===== src/verilog/iop_cfg.svh =====
// register indices, field positions, reset values for the i/o port block
// assumes: included by bare name from package and design files
`ifndef IOP_CFG_SVH
`define IOP_CFG_SVH

// register indices; byte address on the bus is four times the index
`define IOP_IDX_PA_LEVELS 6'h00
`define IOP_IDX_PA_DIR 6'h01
`define IOP_IDX_PA_OUT 6'h02
`define IOP_IDX_PA_PUE 6'h03
`define IOP_IDX_PB_LEVELS 6'h04
`define IOP_IDX_PB_DIR 6'h05
`define IOP_IDX_PB_OUT 6'h06
`define IOP_IDX_PB_PUE 6'h07
`define IOP_IDX_SWITCHING 6'h16
`define IOP_IDX_ALT_CTL 6'h20
`define IOP_IDX_ALT_STATUS 6'h21

// bus address width and the two low bits that select a byte
`define IOP_ADDR_W 8
`define IOP_ADDR_LSB 2

// reset values
`define IOP_DIR_RESET 8'h00
`define IOP_OUT_RESET 8'h00
`define IOP_PUE_RESET 8'h00
`define IOP_SWITCHING_RESET 2'h0
// clock-out fuse reads 1 (unprogrammed) after reset
`define IOP_ALT_CTL_RESET 10'h001

// port switching control fields
`define IOP_BBM_A_BIT 0
`define IOP_BBM_B_BIT 1
`define IOP_SWITCHING_W 2

// alternate-function control width
`define IOP_ALT_CTL_W 10

// axi response codes
`define IOP_RESP_OKAY 2'h0
`define IOP_RESP_SLVERR 2'h2

`endif


===== src/verilog/iop_pkg.sv =====
// types for the i/o port block
// assumes: iop_cfg.svh supplies the field widths
`include "iop_cfg.svh"

package iop_pkg;

	// alternate-function control, software-written
	typedef struct packed {
		logic ext_irq_zero_sel;
		logic analog5_digital_disable;
		logic analog4_digital_disable;
		logic pin_change_group1_en;
		logic pin_change_src_nine;
		logic pin_change_src_eight;
		logic serial_clock_master_sel;
		logic alt_location_select;
		logic compare_a_enable;
		logic clock_out_fuse;
	} iop_alt_ctl_t;

	// override set for one pin
	typedef struct packed {
		logic pullup_override_en;
		logic direction_override_en;
		logic direction_override_val;
		logic value_override_en;
		logic value_override_val;
		logic input_en_override_en;
		logic input_en_override_val;
	} iop_override_t;

endpackage


===== src/verilog/iop_top.sv =====
// i/o port block: two ports behind an axi4-lite register slave, with the
// alternate-function overrides of port b pins 0 and 1
// assumes: pin inputs synchronous to aclk; external pad applies oe/pull-up
//
// What this block does
// - programmed clock-out fuse overrides pb1 pull-up, direction, value with clock
// - pb1 direction overridden by clock out, compare a, or serial master clock
// - pb1 input enable overridden by pin change group 1, analog disable, irq0
// - pb1 input enable forced true by pin change group 1 or irq0
// - pb0 only input-enable overrides: pin change group 1 or analog disable
// - port a level register at 0x00 returns the eight pin levels
// - port a direction at 0x01, eight read/write bits, reset 0x00
// - port a output value at 0x02, eight read/write bits, reset zero
// - port a pull-up enable at 0x03, eight read/write bits, reset zero
// - port b registers 0x04 to 0x07 implement bits 3:0 only
// - switching control at 0x16: bit 1 port b, bit 0 port a
// - port b break-before-make bit applies to every port b pin except pb1 while its direction is overridden
// - port a break-before-make bit applies to every port a pin
// - with break-before-make, new outputs stay tristate one cycle first
`include "iop_cfg.svh"
`timescale 1ns/100ps
`default_nettype none

module iop_top
#(
	parameter int PA_W = 8,
	parameter int PB_W = 4
)
(
	input wire logic aclk,
	input wire logic aresetn,
	input wire logic [`IOP_ADDR_W-1:0] s_axi_awaddr,
	input wire logic [2:0] s_axi_awprot,
	input wire logic s_axi_awvalid,
	output logic s_axi_awready,
	input wire logic [31:0] s_axi_wdata,
	input wire logic [3:0] s_axi_wstrb,
	input wire logic s_axi_wvalid,
	output logic s_axi_wready,
	output logic [1:0] s_axi_bresp,
	output logic s_axi_bvalid,
	input wire logic s_axi_bready,
	input wire logic [`IOP_ADDR_W-1:0] s_axi_araddr,
	input wire logic [2:0] s_axi_arprot,
	input wire logic s_axi_arvalid,
	output logic s_axi_arready,
	output logic [31:0] s_axi_rdata,
	output logic [1:0] s_axi_rresp,
	output logic s_axi_rvalid,
	input wire logic s_axi_rready,
	input wire logic [PA_W-1:0] pa_pin_in,
	output logic [PA_W-1:0] pa_pin_out,
	output logic [PA_W-1:0] pa_pin_oe,
	output logic [PA_W-1:0] pa_pullup_en,
	input wire logic [PB_W-1:0] pb_pin_in,
	output logic [PB_W-1:0] pb_pin_out,
	output logic [PB_W-1:0] pb_pin_oe,
	output logic [PB_W-1:0] pb_pullup_en,
	input wire logic sysclk_pin_output,
	input wire logic compare_a_output,
	input wire logic serial_clock_out_value
);

	if (PA_W < 1 || PA_W > 8)
	begin : g_bad_pa
		$error("iop_top: PA_W must be 1 to 8");
	end
	if (PB_W < 2 || PB_W > 8)
	begin : g_bad_pb
		$error("iop_top: PB_W must be 2 to 8");
	end

	// index of a word address, or all ones when unaligned
	function automatic logic [5:0] word_index(
		input logic [`IOP_ADDR_W-1:0] addr
	);
		if (addr[`IOP_ADDR_LSB-1:0] != '0)
			word_index = 6'h3f;
		else
			word_index = addr[`IOP_ADDR_W-1:`IOP_ADDR_LSB];
	endfunction

	function automatic logic is_mapped(input logic [5:0] idx);
		unique case (idx)
			`IOP_IDX_PA_LEVELS, `IOP_IDX_PA_DIR, `IOP_IDX_PA_OUT,
			`IOP_IDX_PA_PUE, `IOP_IDX_PB_LEVELS, `IOP_IDX_PB_DIR,
			`IOP_IDX_PB_OUT, `IOP_IDX_PB_PUE, `IOP_IDX_SWITCHING,
			`IOP_IDX_ALT_CTL, `IOP_IDX_ALT_STATUS:
				is_mapped = 1'b1;
			default:
				is_mapped = 1'b0;
		endcase
	endfunction

	// write channel holding
	logic aw_held;
	logic [`IOP_ADDR_W-1:0] aw_addr;
	logic w_held;
	logic [31:0] w_data;
	logic [3:0] w_strb;
	logic do_write;
	logic [5:0] wr_idx;
	logic wr_lo;

	// registers
	logic [`IOP_SWITCHING_W-1:0] port_switching_control;
	iop_pkg::iop_alt_ctl_t alt_ctl;

	// port state from the two port controllers
	logic [PA_W-1:0] pa_dir;
	logic [PA_W-1:0] pa_out;
	logic [PA_W-1:0] pa_pue;
	logic [PA_W-1:0] pa_levels;
	logic [PA_W-1:0] pa_drive;
	logic [PB_W-1:0] pb_dir;
	logic [PB_W-1:0] pb_out;
	logic [PB_W-1:0] pb_pue;
	logic [PB_W-1:0] pb_levels;
	logic [PB_W-1:0] pb_drive;
	logic [PB_W-1:0] pb_in_en;

	iop_pkg::iop_override_t ov_pb0;
	iop_pkg::iop_override_t ov_pb1;
	logic sysclk_pin_output_on;

	assign s_axi_awready = !aw_held && !s_axi_bvalid;
	assign s_axi_wready = !w_held && !s_axi_bvalid;
	assign s_axi_arready = !s_axi_rvalid;
	assign do_write = aw_held && w_held && !s_axi_bvalid;
	assign wr_idx = word_index(aw_addr);
	assign wr_lo = do_write && w_strb[0];

	always_ff @(posedge aclk)
	begin
		if (!aresetn)
		begin
			aw_held <= 1'b0;
			aw_addr <= '0;
		end
		else if (s_axi_awvalid && s_axi_awready)
		begin
			aw_held <= 1'b1;
			aw_addr <= s_axi_awaddr;
		end
		else if (do_write)
			aw_held <= 1'b0;
	end

	always_ff @(posedge aclk)
	begin
		if (!aresetn)
		begin
			w_held <= 1'b0;
			w_data <= '0;
			w_strb <= '0;
		end
		else if (s_axi_wvalid && s_axi_wready)
		begin
			w_held <= 1'b1;
			w_data <= s_axi_wdata;
			w_strb <= s_axi_wstrb;
		end
		else if (do_write)
			w_held <= 1'b0;
	end

	// unmapped or unaligned writes are dropped and answered with slverr
	always_ff @(posedge aclk)
	begin
		if (!aresetn)
		begin
			s_axi_bvalid <= 1'b0;
			s_axi_bresp <= `IOP_RESP_OKAY;
		end
		else if (do_write)
		begin
			s_axi_bvalid <= 1'b1;
			s_axi_bresp <= is_mapped(wr_idx) ? `IOP_RESP_OKAY
				: `IOP_RESP_SLVERR;
		end
		else if (s_axi_bready)
			s_axi_bvalid <= 1'b0;
	end

	always_ff @(posedge aclk)
	begin
		if (!aresetn)
			port_switching_control <= `IOP_SWITCHING_RESET;
		else if (wr_lo && wr_idx == `IOP_IDX_SWITCHING)
			port_switching_control <= w_data[`IOP_SWITCHING_W-1:0];
	end

	// fuse and peripheral enables; byte lane 1 holds the top two bits
	always_ff @(posedge aclk)
	begin
		if (!aresetn)
			alt_ctl <= `IOP_ALT_CTL_RESET;
		else if (do_write && wr_idx == `IOP_IDX_ALT_CTL)
		begin
			if (w_strb[0])
				alt_ctl[7:0] <= w_data[7:0];
			if (w_strb[1])
				alt_ctl[`IOP_ALT_CTL_W-1:8] <= w_data[`IOP_ALT_CTL_W-1:8];
		end
	end

	iop_port_ctl #(
		.W(PA_W)
	) u_port_a (
		.aclk(aclk),
		.aresetn(aresetn),
		.wr_dir(wr_lo && wr_idx == `IOP_IDX_PA_DIR),
		.wr_out(wr_lo && wr_idx == `IOP_IDX_PA_OUT),
		.wr_pue(wr_lo && wr_idx == `IOP_IDX_PA_PUE),
		.wr_levels(wr_lo && wr_idx == `IOP_IDX_PA_LEVELS),
		.wdata(w_data[PA_W-1:0]),
		.bbm(port_switching_control[`IOP_BBM_A_BIT]),
		.pin_in(pa_pin_in),
		.in_en({PA_W{1'b1}}),
		.dir(pa_dir),
		.out_val(pa_out),
		.pue(pa_pue),
		.levels(pa_levels),
		.drive_en(pa_drive)
	);

	iop_port_ctl #(
		.W(PB_W)
	) u_port_b (
		.aclk(aclk),
		.aresetn(aresetn),
		.wr_dir(wr_lo && wr_idx == `IOP_IDX_PB_DIR),
		.wr_out(wr_lo && wr_idx == `IOP_IDX_PB_OUT),
		.wr_pue(wr_lo && wr_idx == `IOP_IDX_PB_PUE),
		.wr_levels(wr_lo && wr_idx == `IOP_IDX_PB_LEVELS),
		.wdata(w_data[PB_W-1:0]),
		.bbm(port_switching_control[`IOP_BBM_B_BIT]),
		.pin_in(pb_pin_in),
		.in_en(pb_in_en),
		.dir(pb_dir),
		.out_val(pb_out),
		.pue(pb_pue),
		.levels(pb_levels),
		.drive_en(pb_drive)
	);

	// fuse bit reads 0 when programmed
	assign sysclk_pin_output_on = !alt_ctl.clock_out_fuse;

	always_comb
	begin
		ov_pb1.pullup_override_en = sysclk_pin_output_on;
		ov_pb1.direction_override_en = sysclk_pin_output_on
			|| (alt_ctl.compare_a_enable && !alt_ctl.alt_location_select)
			|| alt_ctl.serial_clock_master_sel;
		// the three sources are exclusive by the fuse and alt_location_select terms;
		// a clock on the pin needs a steady driver, so the fuse term is
		// the enable itself and the toggling rides on the value path
		ov_pb1.direction_override_val = sysclk_pin_output_on
			|| (!sysclk_pin_output_on && alt_ctl.compare_a_enable
				&& !alt_ctl.alt_location_select && compare_a_output)
			|| (!sysclk_pin_output_on && (!alt_ctl.compare_a_enable
				|| alt_ctl.alt_location_select)
				&& alt_ctl.serial_clock_master_sel
				&& serial_clock_out_value);
		ov_pb1.value_override_en = sysclk_pin_output_on;
		ov_pb1.value_override_val = sysclk_pin_output;
		ov_pb1.input_en_override_en = (alt_ctl.pin_change_src_nine
			&& alt_ctl.pin_change_group1_en)
			|| alt_ctl.analog5_digital_disable
			|| alt_ctl.ext_irq_zero_sel;
		ov_pb1.input_en_override_val = (alt_ctl.pin_change_src_nine
			&& alt_ctl.pin_change_group1_en)
			|| alt_ctl.ext_irq_zero_sel;
	end

	always_comb
	begin
		ov_pb0.pullup_override_en = 1'b0;
		ov_pb0.direction_override_en = 1'b0;
		ov_pb0.direction_override_val = 1'b0;
		ov_pb0.value_override_en = 1'b0;
		ov_pb0.value_override_val = 1'b0;
		ov_pb0.input_en_override_en = (alt_ctl.pin_change_src_eight
			&& alt_ctl.pin_change_group1_en)
			|| alt_ctl.analog4_digital_disable;
		ov_pb0.input_en_override_val = alt_ctl.pin_change_src_eight
			&& alt_ctl.pin_change_group1_en;
	end

	// port a has no overrides here
	assign pa_pin_out = pa_out;
	assign pa_pin_oe = pa_drive;
	assign pa_pullup_en = pa_pue & ~pa_dir;

	// port b: pins 0 and 1 pass through their override sets
	always_comb
	begin
		pb_pin_out = pb_out;
		pb_pin_oe = pb_drive;
		pb_pullup_en = pb_pue & ~pb_dir;
		pb_in_en = '1;
		if (ov_pb0.pullup_override_en)
			pb_pullup_en[0] = 1'b0;
		if (ov_pb0.direction_override_en)
			pb_pin_oe[0] = ov_pb0.direction_override_val;
		if (ov_pb0.value_override_en)
			pb_pin_out[0] = ov_pb0.value_override_val;
		if (ov_pb0.input_en_override_en)
			pb_in_en[0] = ov_pb0.input_en_override_val;
		// a peripheral that takes the direction over also decides the pull-up
		if (ov_pb1.direction_override_en)
		begin
			pb_pin_oe[1] = ov_pb1.direction_override_val;
			pb_pullup_en[1] = pb_pue[1]
				&& !ov_pb1.direction_override_val;
		end
		if (ov_pb1.pullup_override_en)
			pb_pullup_en[1] = 1'b0;
		if (ov_pb1.value_override_en)
			pb_pin_out[1] = ov_pb1.value_override_val;
		if (ov_pb1.input_en_override_en)
			pb_in_en[1] = ov_pb1.input_en_override_val;
	end

	// read mux; the level registers show sampled pins, not stored values
	function automatic logic [31:0] read_word(input logic [5:0] idx);
		read_word = '0;
		unique case (idx)
			`IOP_IDX_PA_LEVELS:
				read_word[PA_W-1:0] = pa_levels;
			`IOP_IDX_PA_DIR:
				read_word[PA_W-1:0] = pa_dir;
			`IOP_IDX_PA_OUT:
				read_word[PA_W-1:0] = pa_out;
			`IOP_IDX_PA_PUE:
				read_word[PA_W-1:0] = pa_pue;
			`IOP_IDX_PB_LEVELS:
				read_word[PB_W-1:0] = pb_levels;
			`IOP_IDX_PB_DIR:
				read_word[PB_W-1:0] = pb_dir;
			`IOP_IDX_PB_OUT:
				read_word[PB_W-1:0] = pb_out;
			`IOP_IDX_PB_PUE:
				read_word[PB_W-1:0] = pb_pue;
			`IOP_IDX_SWITCHING:
				read_word[`IOP_SWITCHING_W-1:0] = port_switching_control;
			`IOP_IDX_ALT_CTL:
				read_word[`IOP_ALT_CTL_W-1:0] = alt_ctl;
			`IOP_IDX_ALT_STATUS:
				read_word[5:0] = {pb_in_en[1:0], pb_pin_oe[1:0],
					ov_pb1.direction_override_en,
					ov_pb1.value_override_en};
			default:
				read_word = '0;
		endcase
	endfunction

	always_ff @(posedge aclk)
	begin
		if (!aresetn)
		begin
			s_axi_rvalid <= 1'b0;
			s_axi_rdata <= '0;
			s_axi_rresp <= `IOP_RESP_OKAY;
		end
		else if (s_axi_arvalid && s_axi_arready)
		begin
			s_axi_rvalid <= 1'b1;
			s_axi_rdata <= read_word(word_index(s_axi_araddr));
			s_axi_rresp <= is_mapped(word_index(s_axi_araddr))
				? `IOP_RESP_OKAY : `IOP_RESP_SLVERR;
		end
		else if (s_axi_rready)
			s_axi_rvalid <= 1'b0;
	end

endmodule // iop_top

`default_nettype wire


===== src/verilog/iop_port_ctl.sv =====
// one port's direction, output value and pull-up registers, the
// break-before-make gap, and the sampled pin levels
// assumes: strobes are single-cycle pulses from the bus slave
`include "iop_cfg.svh"
`timescale 1ns/100ps
`default_nettype none

module iop_port_ctl
#(
	parameter int W = 8
)
(
	input wire logic aclk,
	input wire logic aresetn,
	input wire logic wr_dir,
	input wire logic wr_out,
	input wire logic wr_pue,
	input wire logic wr_levels,
	input wire logic [W-1:0] wdata,
	input wire logic bbm,
	input wire logic [W-1:0] pin_in,
	input wire logic [W-1:0] in_en,
	output logic [W-1:0] dir,
	output logic [W-1:0] out_val,
	output logic [W-1:0] pue,
	output logic [W-1:0] levels,
	output logic [W-1:0] drive_en
);

	logic [W-1:0] gap;

	if (W < 1 || W > 8)
	begin : g_bad_width
		$error("iop_port_ctl: W must be 1 to 8");
	end

	always_ff @(posedge aclk)
	begin
		if (!aresetn)
			dir <= W'(`IOP_DIR_RESET);
		else if (wr_dir)
			dir <= wdata;
	end

	// a write of one to a level bit flips the output value
	always_ff @(posedge aclk)
	begin
		if (!aresetn)
			out_val <= W'(`IOP_OUT_RESET);
		else if (wr_out)
			out_val <= wdata;
		else if (wr_levels)
			out_val <= out_val ^ wdata;
	end

	always_ff @(posedge aclk)
	begin
		if (!aresetn)
			pue <= W'(`IOP_PUE_RESET);
		else if (wr_pue)
			pue <= wdata;
	end

	// bits newly turned to output stay tristate for one cycle
	always_ff @(posedge aclk)
	begin
		if (!aresetn)
			gap <= '0;
		else if (wr_dir && bbm)
			gap <= wdata & ~dir;
		else
			gap <= '0;
	end

	// disabled digital inputs read as zero
	always_ff @(posedge aclk)
	begin
		if (!aresetn)
			levels <= '0;
		else
			levels <= pin_in & in_en;
	end

	assign drive_en = dir & ~gap;

endmodule // iop_port_ctl

`default_nettype wire


===== config.mk =====
export PLATFORM = sky130hd
export DESIGN_NAME = iop_top
export DESIGN_NICKNAME = d
export VERILOG_FILES = /design/src/verilog/iop_pkg.sv /design/src/verilog/iop_top.sv /design/src/verilog/iop_port_ctl.sv
export VERILOG_INCLUDE_DIRS = /design/src /design/src/verilog
export SDC_FILE = /design/constraint.sdc
export NUM_CORES = 1
export LEC_CHECK = 0
export ABC_AREA = 1
export BUFFER_PORTS_ARGS = -buffer_cell sky130_fd_sc_hd__buf_2
export CAP_MARGIN = 15
export CORE_MARGIN = 10
export CORE_UTILIZATION = 51
export CTS_CLUSTER_DIAMETER = 200
export CTS_CLUSTER_SIZE = 30
export DETAILED_ROUTE_END_ITERATION = 8
export GPL_TIMING_DRIVEN = 0
export PLACE_DENSITY = 0.8
export SKIP_LAST_GASP = 1
export SYNTH_ARGS = -nofsm -noshare
export SYNTH_HDL_FRONTEND = slang
export SYNTH_SLANG_ARGS = --single-unit

===== constraint.sdc =====
create_clock -name aclk -period 1.9 [get_ports aclk]
set_clock_uncertainty 0.1 [all_clocks]
set_input_delay 0.19 -clock aclk [delete_from_list [all_inputs] [get_ports aclk]]
set_output_delay 0.19 -clock aclk [all_outputs]
set_load 0.05 [all_outputs]

==> results of run 1 <==
-- worst paths after layout --
check | slack, ns | start | endpoint | cells past startpoint
min | 0.005 | s_axi_awaddr[6] | aw_addr[6]$_SDFFE_PN0P_ | 3
min reg2reg | 0.36 | u_port_a.dir[4]$_SDFFE_PN0N_ | u_port_a.gap[4]$_SDFF_PN0_ | 1
max reg2reg | 0.08 | aw_addr[0]$_SDFFE_PN0P_ | u_port_a.dir[6]$_SDFFE_PN0N_ | 9
max | 0.08 | aw_addr[0]$_SDFFE_PN0P_ | u_port_a.dir[6]$_SDFFE_PN0N_ | 9
-- routing by layer --
layer | up-vias | GRT usage, %
met5 | - | 0
met4 | 0 | 8.93
met3 | 37 | 6.85
met2 | 240 | 36.6
met1 | 2377 | 26.5
li1 | 2561 | -
-- worst register-to-register path: stages, from the launching register on --
cell and delay, ns:
dfxtp_2 0.36, nor2_4 0.14, nand2_2 0.08, nor3_2 0.21
nand2_2 0.15, clkinv_4 0.13, nand3_4 0.13, clkbuf_4 0.23
o21ai_0 0.16, a21oi_1 0.06
-- synth_stat cells, types with 4 or more instances --
| cell type | n |
|---|---|
| a21oi_1 | 72 |
| nand2_1 | 106 |
| nor2_1 | 74 |
| nand3_1 | 52 |
| dfxtp_1 | 108 |
| nor2_2 | 4 |
| o21ai_0 | 56 |
| buf_4 | 28 |
| inv_1 | 89 |
| clkbuf_1 | 11 |
| o22ai_1 | 4 |
| o21a_1 | 5 |
| a211oi_1 | 8 |
| nor3_1 | 13 |
| nor2_4 | 4 |
| nand4_1 | 17 |
| o21ai_1 | 5 |
| buf_2 | 5 |
| nor3_2 | 5 |
-- where the power goes --
group | internal (uW) | total (uW) | switching [uW]
combinational | 226 | 723 | 497
sequential | 2340 | 2400 | 65.3
clock | 520 | 1410 | 895
total | 3080 | 4540 | 1460
-- what timing repair did --
item | CTS | global route
pin swaps | 0 | 3
resized for setup | 3 | 17
hold endpoints to repair | 29 | 0
hold buffers | 31 | 0
setup endpoints to repair | 4 | 55
setup buffers | 0 | 3
-- state kept, by name, summed over array words and instances, names as in the netlist, 2 cells and up --
| name | count |
|---|---|
| alt_ctl | 10 |
| aw_addr | 8 |
| port_switching_control | 2 |
| s_axi_rdata | 10 |
| u_port_a.dir | 8 |
| u_port_a.gap | 8 |
| u_port_a.levels | 8 |
| u_port_a.out_val | 8 |
| u_port_a.pue | 8 |
| u_port_b.dir | 4 |
| u_port_b.gap | 4 |
| u_port_b.levels | 4 |
| u_port_b.out_val | 4 |
| u_port_b.pue | 4 |
| w_data | 10 |
| w_strb | 2 |
-- through the flow --
step / total power [uW] / worst slack, ns / util [%] / std cells / hold slack, ns
2_1_floorplan: 2900 / 0.00134 / - / 715 / 0.188
3_3_place_gp: 3060 / 0.0518 / 59.7 / 949 / 0.273
3_5_place_dp: 3080 / -0.0220 / 59.7 / 949 / 0.287
4_1_cts: 4510 / 0.0111 / 65.0 / 996 / 0.000440
5_1_grt: 4690 / -0.0348 / 65.9 / 999 / 0.0153
6_report: 4540 / 0.0819 / 65.9 / 1000 / 0.00474
-- final cells by class --
| cell class | instances | share of cell area (%) |
|---|---|---|
| repair buffers | 135 | 13.4 |
| inverters | 94 | 5.66 |
| plain buffers | 48 | 4.92 |
| well taps | 133 | 2.61 |
| diodes | 1 | 0.0392 |
| flip-flops and latches | 108 | 34.0 |
| clock buffers | 9 | 1.94 |
| multi-input cells | 465 | 36.3 |
| clock inverters | 7 | 1.22 |
-- logic make-up after synthesis --
group | count (synthesis) | share of synthesized area (%)
simple gates | 286 | 26.8
compound gates | 155 | 16.7
buf+inv | 142 | 13.2
flops | 108 | 43.2
other cells | 1 | 0.0749
==> reports/results.txt, run 1 <==
Met2 routed WL - 7630 um
Synth area leaders - dfxtp_1 (43%), nand2_1 (7.9%), a21oi_1 (7.2%)
P&R area growth vs syn - 27.5%
Top cell type by total area after synthesis - dfxtp_1
Multi-input gate area - 2320 um^2
CP cell instances - nor2_4 -> nand2_2 -> nor3_2 -> nand2_2 -> clkinv_4 -> nand3_4 -> clkbuf_4 -> o21ai_0 -> a21oi_1
Area of placed instances - 5780 um^2
Antenna Nets Post-Route - 0
Max layer used - met4
Worst setup EP type - flip-flop
FFs w/ async S/R, synth - 0%
CP dominant cell by count - nand2_2
IO buf count - 101
Least-Margin Pin Slew - 0.806 ns
Peak VDD IR - 0.467 mV
# nets final - 941
Pleak - 0.00300 uW
Pin count of the biggest net entering global routing - 22
Die area - 14200 um^2
Pwr dens - 711 nW/um^2
Startpoint Class - flip-flop
Drt wl/cell - 16.4 um
Vias per cell - 5.22
Max-slew headroom at the worst pin - 45.9%
Mapped Avg Cell Area - 7.23 um^2
Total track usage - 22.3%
Most common cell after layout, fill and taps aside - nand2_1
Initial antenna violation count - 0
CP Buf/Inv Count - 2
Starting Density - 51.7%
Skew-Pair Late Insertion Delay - 0.39 ns
Hold Vio Cnt, Final - 0
CP arrival - 2.01 ns
Ys Warns - 0
Max Buffers Root-to-Sink - 2
Seq. cell area - 2170 um^2
Crit path max fanout - 10
Slowest stage delay, CP - 0.36 ns
Chip Width - 119 um
Share of the synthesized area in the top cell type - 43.2%
CTS H-tree depth - 3
Die height - 119 um
CTS tree - built
Share of layout cells above drive strength 1 - 22.5%
Fin. max-slew vios - 0
Core Rows - 36
First-pass GRT wire length - 25900 um
Setup CP Type - reg -> reg
Fin crit share - 95.7%
RSZ-0062 raised after global routing - yes
Initial drt markers - 551
Routed met3 length - 1510 um
Placer Congestion - 0.941
Routed via count - 5215
Count of flip-flops with a built-in enable after synthesis - 0
TritonCTS Buffers - 9
Crit-path slowest cell - dfxtp_2
Post-Syn Instances - 692
Worst min path class - in -> reg
Mapped Area - 5010 um^2
Worst-path clk slew - 0.12 ns
Final setup viols - 0
Worst path top cell family by delay - simple AND/OR/NAND/NOR gates
I/O pin count - 157
Number of global-route vias before repair - 5239
HPWL Detailed - 12300 um
Seq/Total Area, Yosys - 43.2%
Core Area - 9680 um^2
Achievable Freq - 550 MHz
DRT Wirelength - 16400 um
Setup TNS - 0 ns
Final cell area excluding filler cells - 6380 um^2
Status - finished clean
Fillers - 837
Met1 wire length - 6830 um
Seq cells post-synth - 108
Min cycle time layout - 1.82 ns
DRC viols - 0
Worst EP required - 2.09 ns
Drt first pass iters - 8
Yosys cell types - 36
Synth Flop Type - dfxtp_1
Most frequent cells in the layout - nand2_1 (104), dfxtp_1 (103), buf_2 (102), inv_1 (88), a21oi_1 (72)
Root Buffer - clkbuf_8
Total gr overflow - 0
CTS Sinks - 108
Max Cap Viol - 0
(Power assumes the default switching activity.)
==> run 2, diff against run 1 <==
--- a/config.mk
+++ b/config.mk
@@ -7,9 +7,8 @@
 export NUM_CORES = 1
 export LEC_CHECK = 0
-export ABC_AREA = 1
 export BUFFER_PORTS_ARGS = -buffer_cell sky130_fd_sc_hd__buf_2
 export CAP_MARGIN = 15
 export CORE_MARGIN = 10
-export CORE_UTILIZATION = 51
+export CORE_UTILIZATION = 52
 export CTS_CLUSTER_DIAMETER = 200
 export CTS_CLUSTER_SIZE = 30
==> constraint.sdc (replaced) <==
create_clock -name aclk -period 1.9 [get_ports aclk]
set_clock_uncertainty 0.1 [all_clocks]
set_input_delay 0.38 -clock aclk [delete_from_list [all_inputs] [get_ports aclk]]
set_output_delay 0.38 -clock aclk [all_outputs]
set_load 0.05 [all_outputs]
==> run 2 against run 1 <==
Against the previous run:
- the flow now finishes with violations (setup timing)
- critical path type is now reg -> out
- via count decreased by 3.8%
- utilization fell by 0.18 points
- first-iteration DRC count is 27% lower
- synthesized cell count is 11% lower
- largest power group unchanged
- clock-buffer cell count rose by 1
- design area grew 1.6%
- sequential share of layout area decreased by 0.34 points
- fmax down 9.1%
- non-clock buffer count fell by 9
- routed wire length grew 4.4%
==> reports/results.txt, run 2 <==
Status - finished with violations
Failing checks - setup timing
CTS Sinks - 108 (unchanged)
Worst path top cell family by delay - flip-flops
Fin. max-slew vios - 0 (unchanged)
First-pass GRT wire length - 26200 um (+1.3%)
CP arrival - 1.52 ns (-0.49 ns)
Most common cell in the netlist - dfxtp_1
Worst min path class - in -> reg
Crit path max fanout - 4 (-6)
Share of layout cells above drive strength 1 - 27.5% (+5.0 points)
Initial antenna violation count - 0 (unchanged)
Post-Syn Instances - 616 (-11%)
CTS H-tree depth - 3 (unchanged)
Crit-path slowest cell - dfxtp_4
DRC viols - 0 (unchanged)
Sequential share of power - 53.7% (+0.8 points)
Total gr overflow - 0 (unchanged)
Seq cells post-synth - 108 (unchanged)
Slowest stage delay, CP - 0.38 ns (+0.02 ns)
Tot Pwr - 4430 uW (-2.5%)
Routed via count - 5015 (-3.8%)
Worst EP required - 1.42 ns (-0.67 ns)
Share of the synthesized area in the top cell type - 40.6% (-2.6 points)
Sw power - 1360 uW (-6.6%)
Fin crit share - 105% (+9.6 points)
Pre-CTS setup slack - -0.409 ns (-0.387 ns)
Yosys cell types - 58 (+61%)
IO buf count - 98 (-3.0%)
Worst setup EP type - primary output
DRT Wirelength - 17200 um (+4.4%)
Combinational share of power - 15.7% (-0.2 points)
Most frequent cells in the layout - buf_2 (102), dfxtp_1 (99), nand2_1 (98), nor2b_1 (47), buf_4 (40)
Skew-Pair Late Insertion Delay - 0.38 ns (about the same)
Max Buffers Root-to-Sink - 2 (unchanged)
Peak VDD IR - 0.527 mV (+13%)
Drt first pass iters - 5 (-3)
Mapped Avg Cell Area - 8.65 um^2 (+20%)
TritonCTS Buffers - 9 (unchanged)
Top cell type by total area after synthesis - dfxtp_1
Die height - 121 um (+1.8%)
Most common cell after layout, fill and taps aside - buf_2
FFs w/ async S/R, synth - 0% (unchanged)
Vias per cell - 5.57 (+6.8%)
Core Rows - 36 (unchanged)
Final WS setup - -0.0998 ns (-0.182 ns)
Setup CP Type - reg -> out
Core Area - 9860 um^2 (+1.9%)
Hold Vio Cnt, Final - 0 (unchanged)
Least-Margin Pin Slew - 0.758 ns (-0.0482 ns)
Drt wl/cell - 19.1 um (+16%)
Synth area leaders - dfxtp_1 (41%), nand2_1 (7.0%), mux2i_1 (6.0%)
Die area - 14700 um^2 (+3.6%)
Worst-path clk slew - 0.11 ns (about the same)
Pin count of the biggest net entering global routing - 19 (-14%)
Chip Width - 121 um (+1.8%)
CP Buf/Inv Count - 1 (-1)
Pleak - 0.00278 uW (-7.0%)
Biggest regs - alt_ctl (10), s_axi_rdata (10), w_data (10)
Root Buffer - clkbuf_8
Total track usage - 22.3% (+0.072 points)
Post-synth top cells - dfxtp_1 (108), nand2_1 (100), nor2b_1 (49)
Final setup viols - 2 (+2)
Min cycle time layout - 2.00 ns (+0.182 ns)
Mapped Area - 5330 um^2 (+6.4%)
HPWL Detailed - 12900 um (+5.5%)
Ys Warns - 0 (unchanged)
Ant. Diodes - 0 (-1)
Placer Congestion - 0.990 (+5.3%)
P_int - 3070 uW (-0.50%)
Starting Density - 54.0% (+2.3 points)
Initial drt markers - 400 (-27%)
Synth Flop Type - dfxtp_1
CP cell instances - nor2b_4 -> nor3b_4 -> a31o_2 -> buf_6
Max-slew headroom at the worst pin - 49.5% (+3.6 points)
Achievable Freq - 500 MHz (-9.1%)
Clk network pwr share - 30.6% (-0.6 points)
Max Cap Viol - 0 (unchanged)
Seq/Total Area, Yosys - 40.6% (-2.6 points)
I/O pin count - 157 (unchanged)
CTS tree - built
# nets final - 842 (-11%)
Cts hold-fix bufs - 0 (-100%)
Sw Ratio - 30.7% (-1.4 points)
Number of global-route vias before repair - 4929 (-5.9%)
Pwr dens - 683 nW/um^2 (-4.0%)
P&R area growth vs syn - 21.8%
Antenna Nets Post-Route - 0 (unchanged)
Count of flip-flops with a built-in enable after synthesis - 0 (unchanged)
Startpoint Class - flip-flop
RSZ-0062 raised after global routing - yes
-- run 2: kinds of logic (layout without fill, tap and decap cells) --
kind of cell	count (synthesis)	after routing	synth area share, %
compound gates	124	124	16.2
buf+inv	74	202	7.35
flops	108	108	40.6
mux	40	40	7.71
other cells	1	24	0.0704
simple gates	269	269	28.0
-- run 2: timing repair --
action,in CTS,in global routing
pin swaps,3,9
resized for setup,13,32
cloned,0,1
setup buffers,4,9
setup endpoints to repair,36,50
-- run 2: layout make-up --
type | count | area [um^2]
Sequential cell | 108 | 2180
Clock buffer | 10 | 138
Tap cell | 133 | 166
Timing Repair Buffer | 112 | 609
Buffer | 62 | 363
Fill cell | 818 | 3380
Clock inverter | 6 | 46.3
Multi-Input combinational cell | 457 | 2940
Inverter | 12 | 45.0
-- run 2: worst paths after layout --
path         slack, ns                 startpoint                             to  cells after the start
max reg2reg          0  s_axi_bvalid$_SDFFE_PN0P_   u_port_a.dir[7]$_SDFFE_PN0N_                      7
max               -0.1    alt_ctl[1]$_SDFFE_PN0P_                   pb_pin_oe[1]                      4
min               0.10               pa_pin_in[6]  u_port_a.levels[6]$_SDFF_PN0_                      2
min reg2reg       0.37     w_data[8]$_SDFFE_PN0P_         w_data[8]$_SDFFE_PN0P_                      2
-- run 2: routing by layer --
metal | share of wire [%] | global-route usage [%] | vias to the layer above
met5 | 0 | 0 | -
met4 | 2.6 | 7.90 | 0
met3 | 9.3 | 6.19 | 34
met2 | 47 | 36.7 | 244
met1 | 41 | 27.4 | 2349
li1 | - | - | 2388
-- run 2: power groups by stage --
stage               Clock, uW  Sequential (uW)  Combinational [uW]
finish                   1350             2380                 694
global route             1440             2390                 744
CTS                      1340             2380                 654
detailed placement          0             2430                 651
global placement            0             2430                 642
floorplan                   0             2450                 443
-- run 2: per-stage QoR --
stage	setup TNS (ns)	area [um^2]	utilization, %	instances	hold slack [ns]
finish	-0.177	6480	65.7	900	0.104
CTS	-0.172	6340	64.3	890	0.0989
floorplan	-0.841	5430	-	639	0.342
detailed placement	-7.51	6080	61.7	870	0.359
global route	-0.710	6480	65.7	900	0.0989
global placement	-6.69	6080	61.7	870	0.352
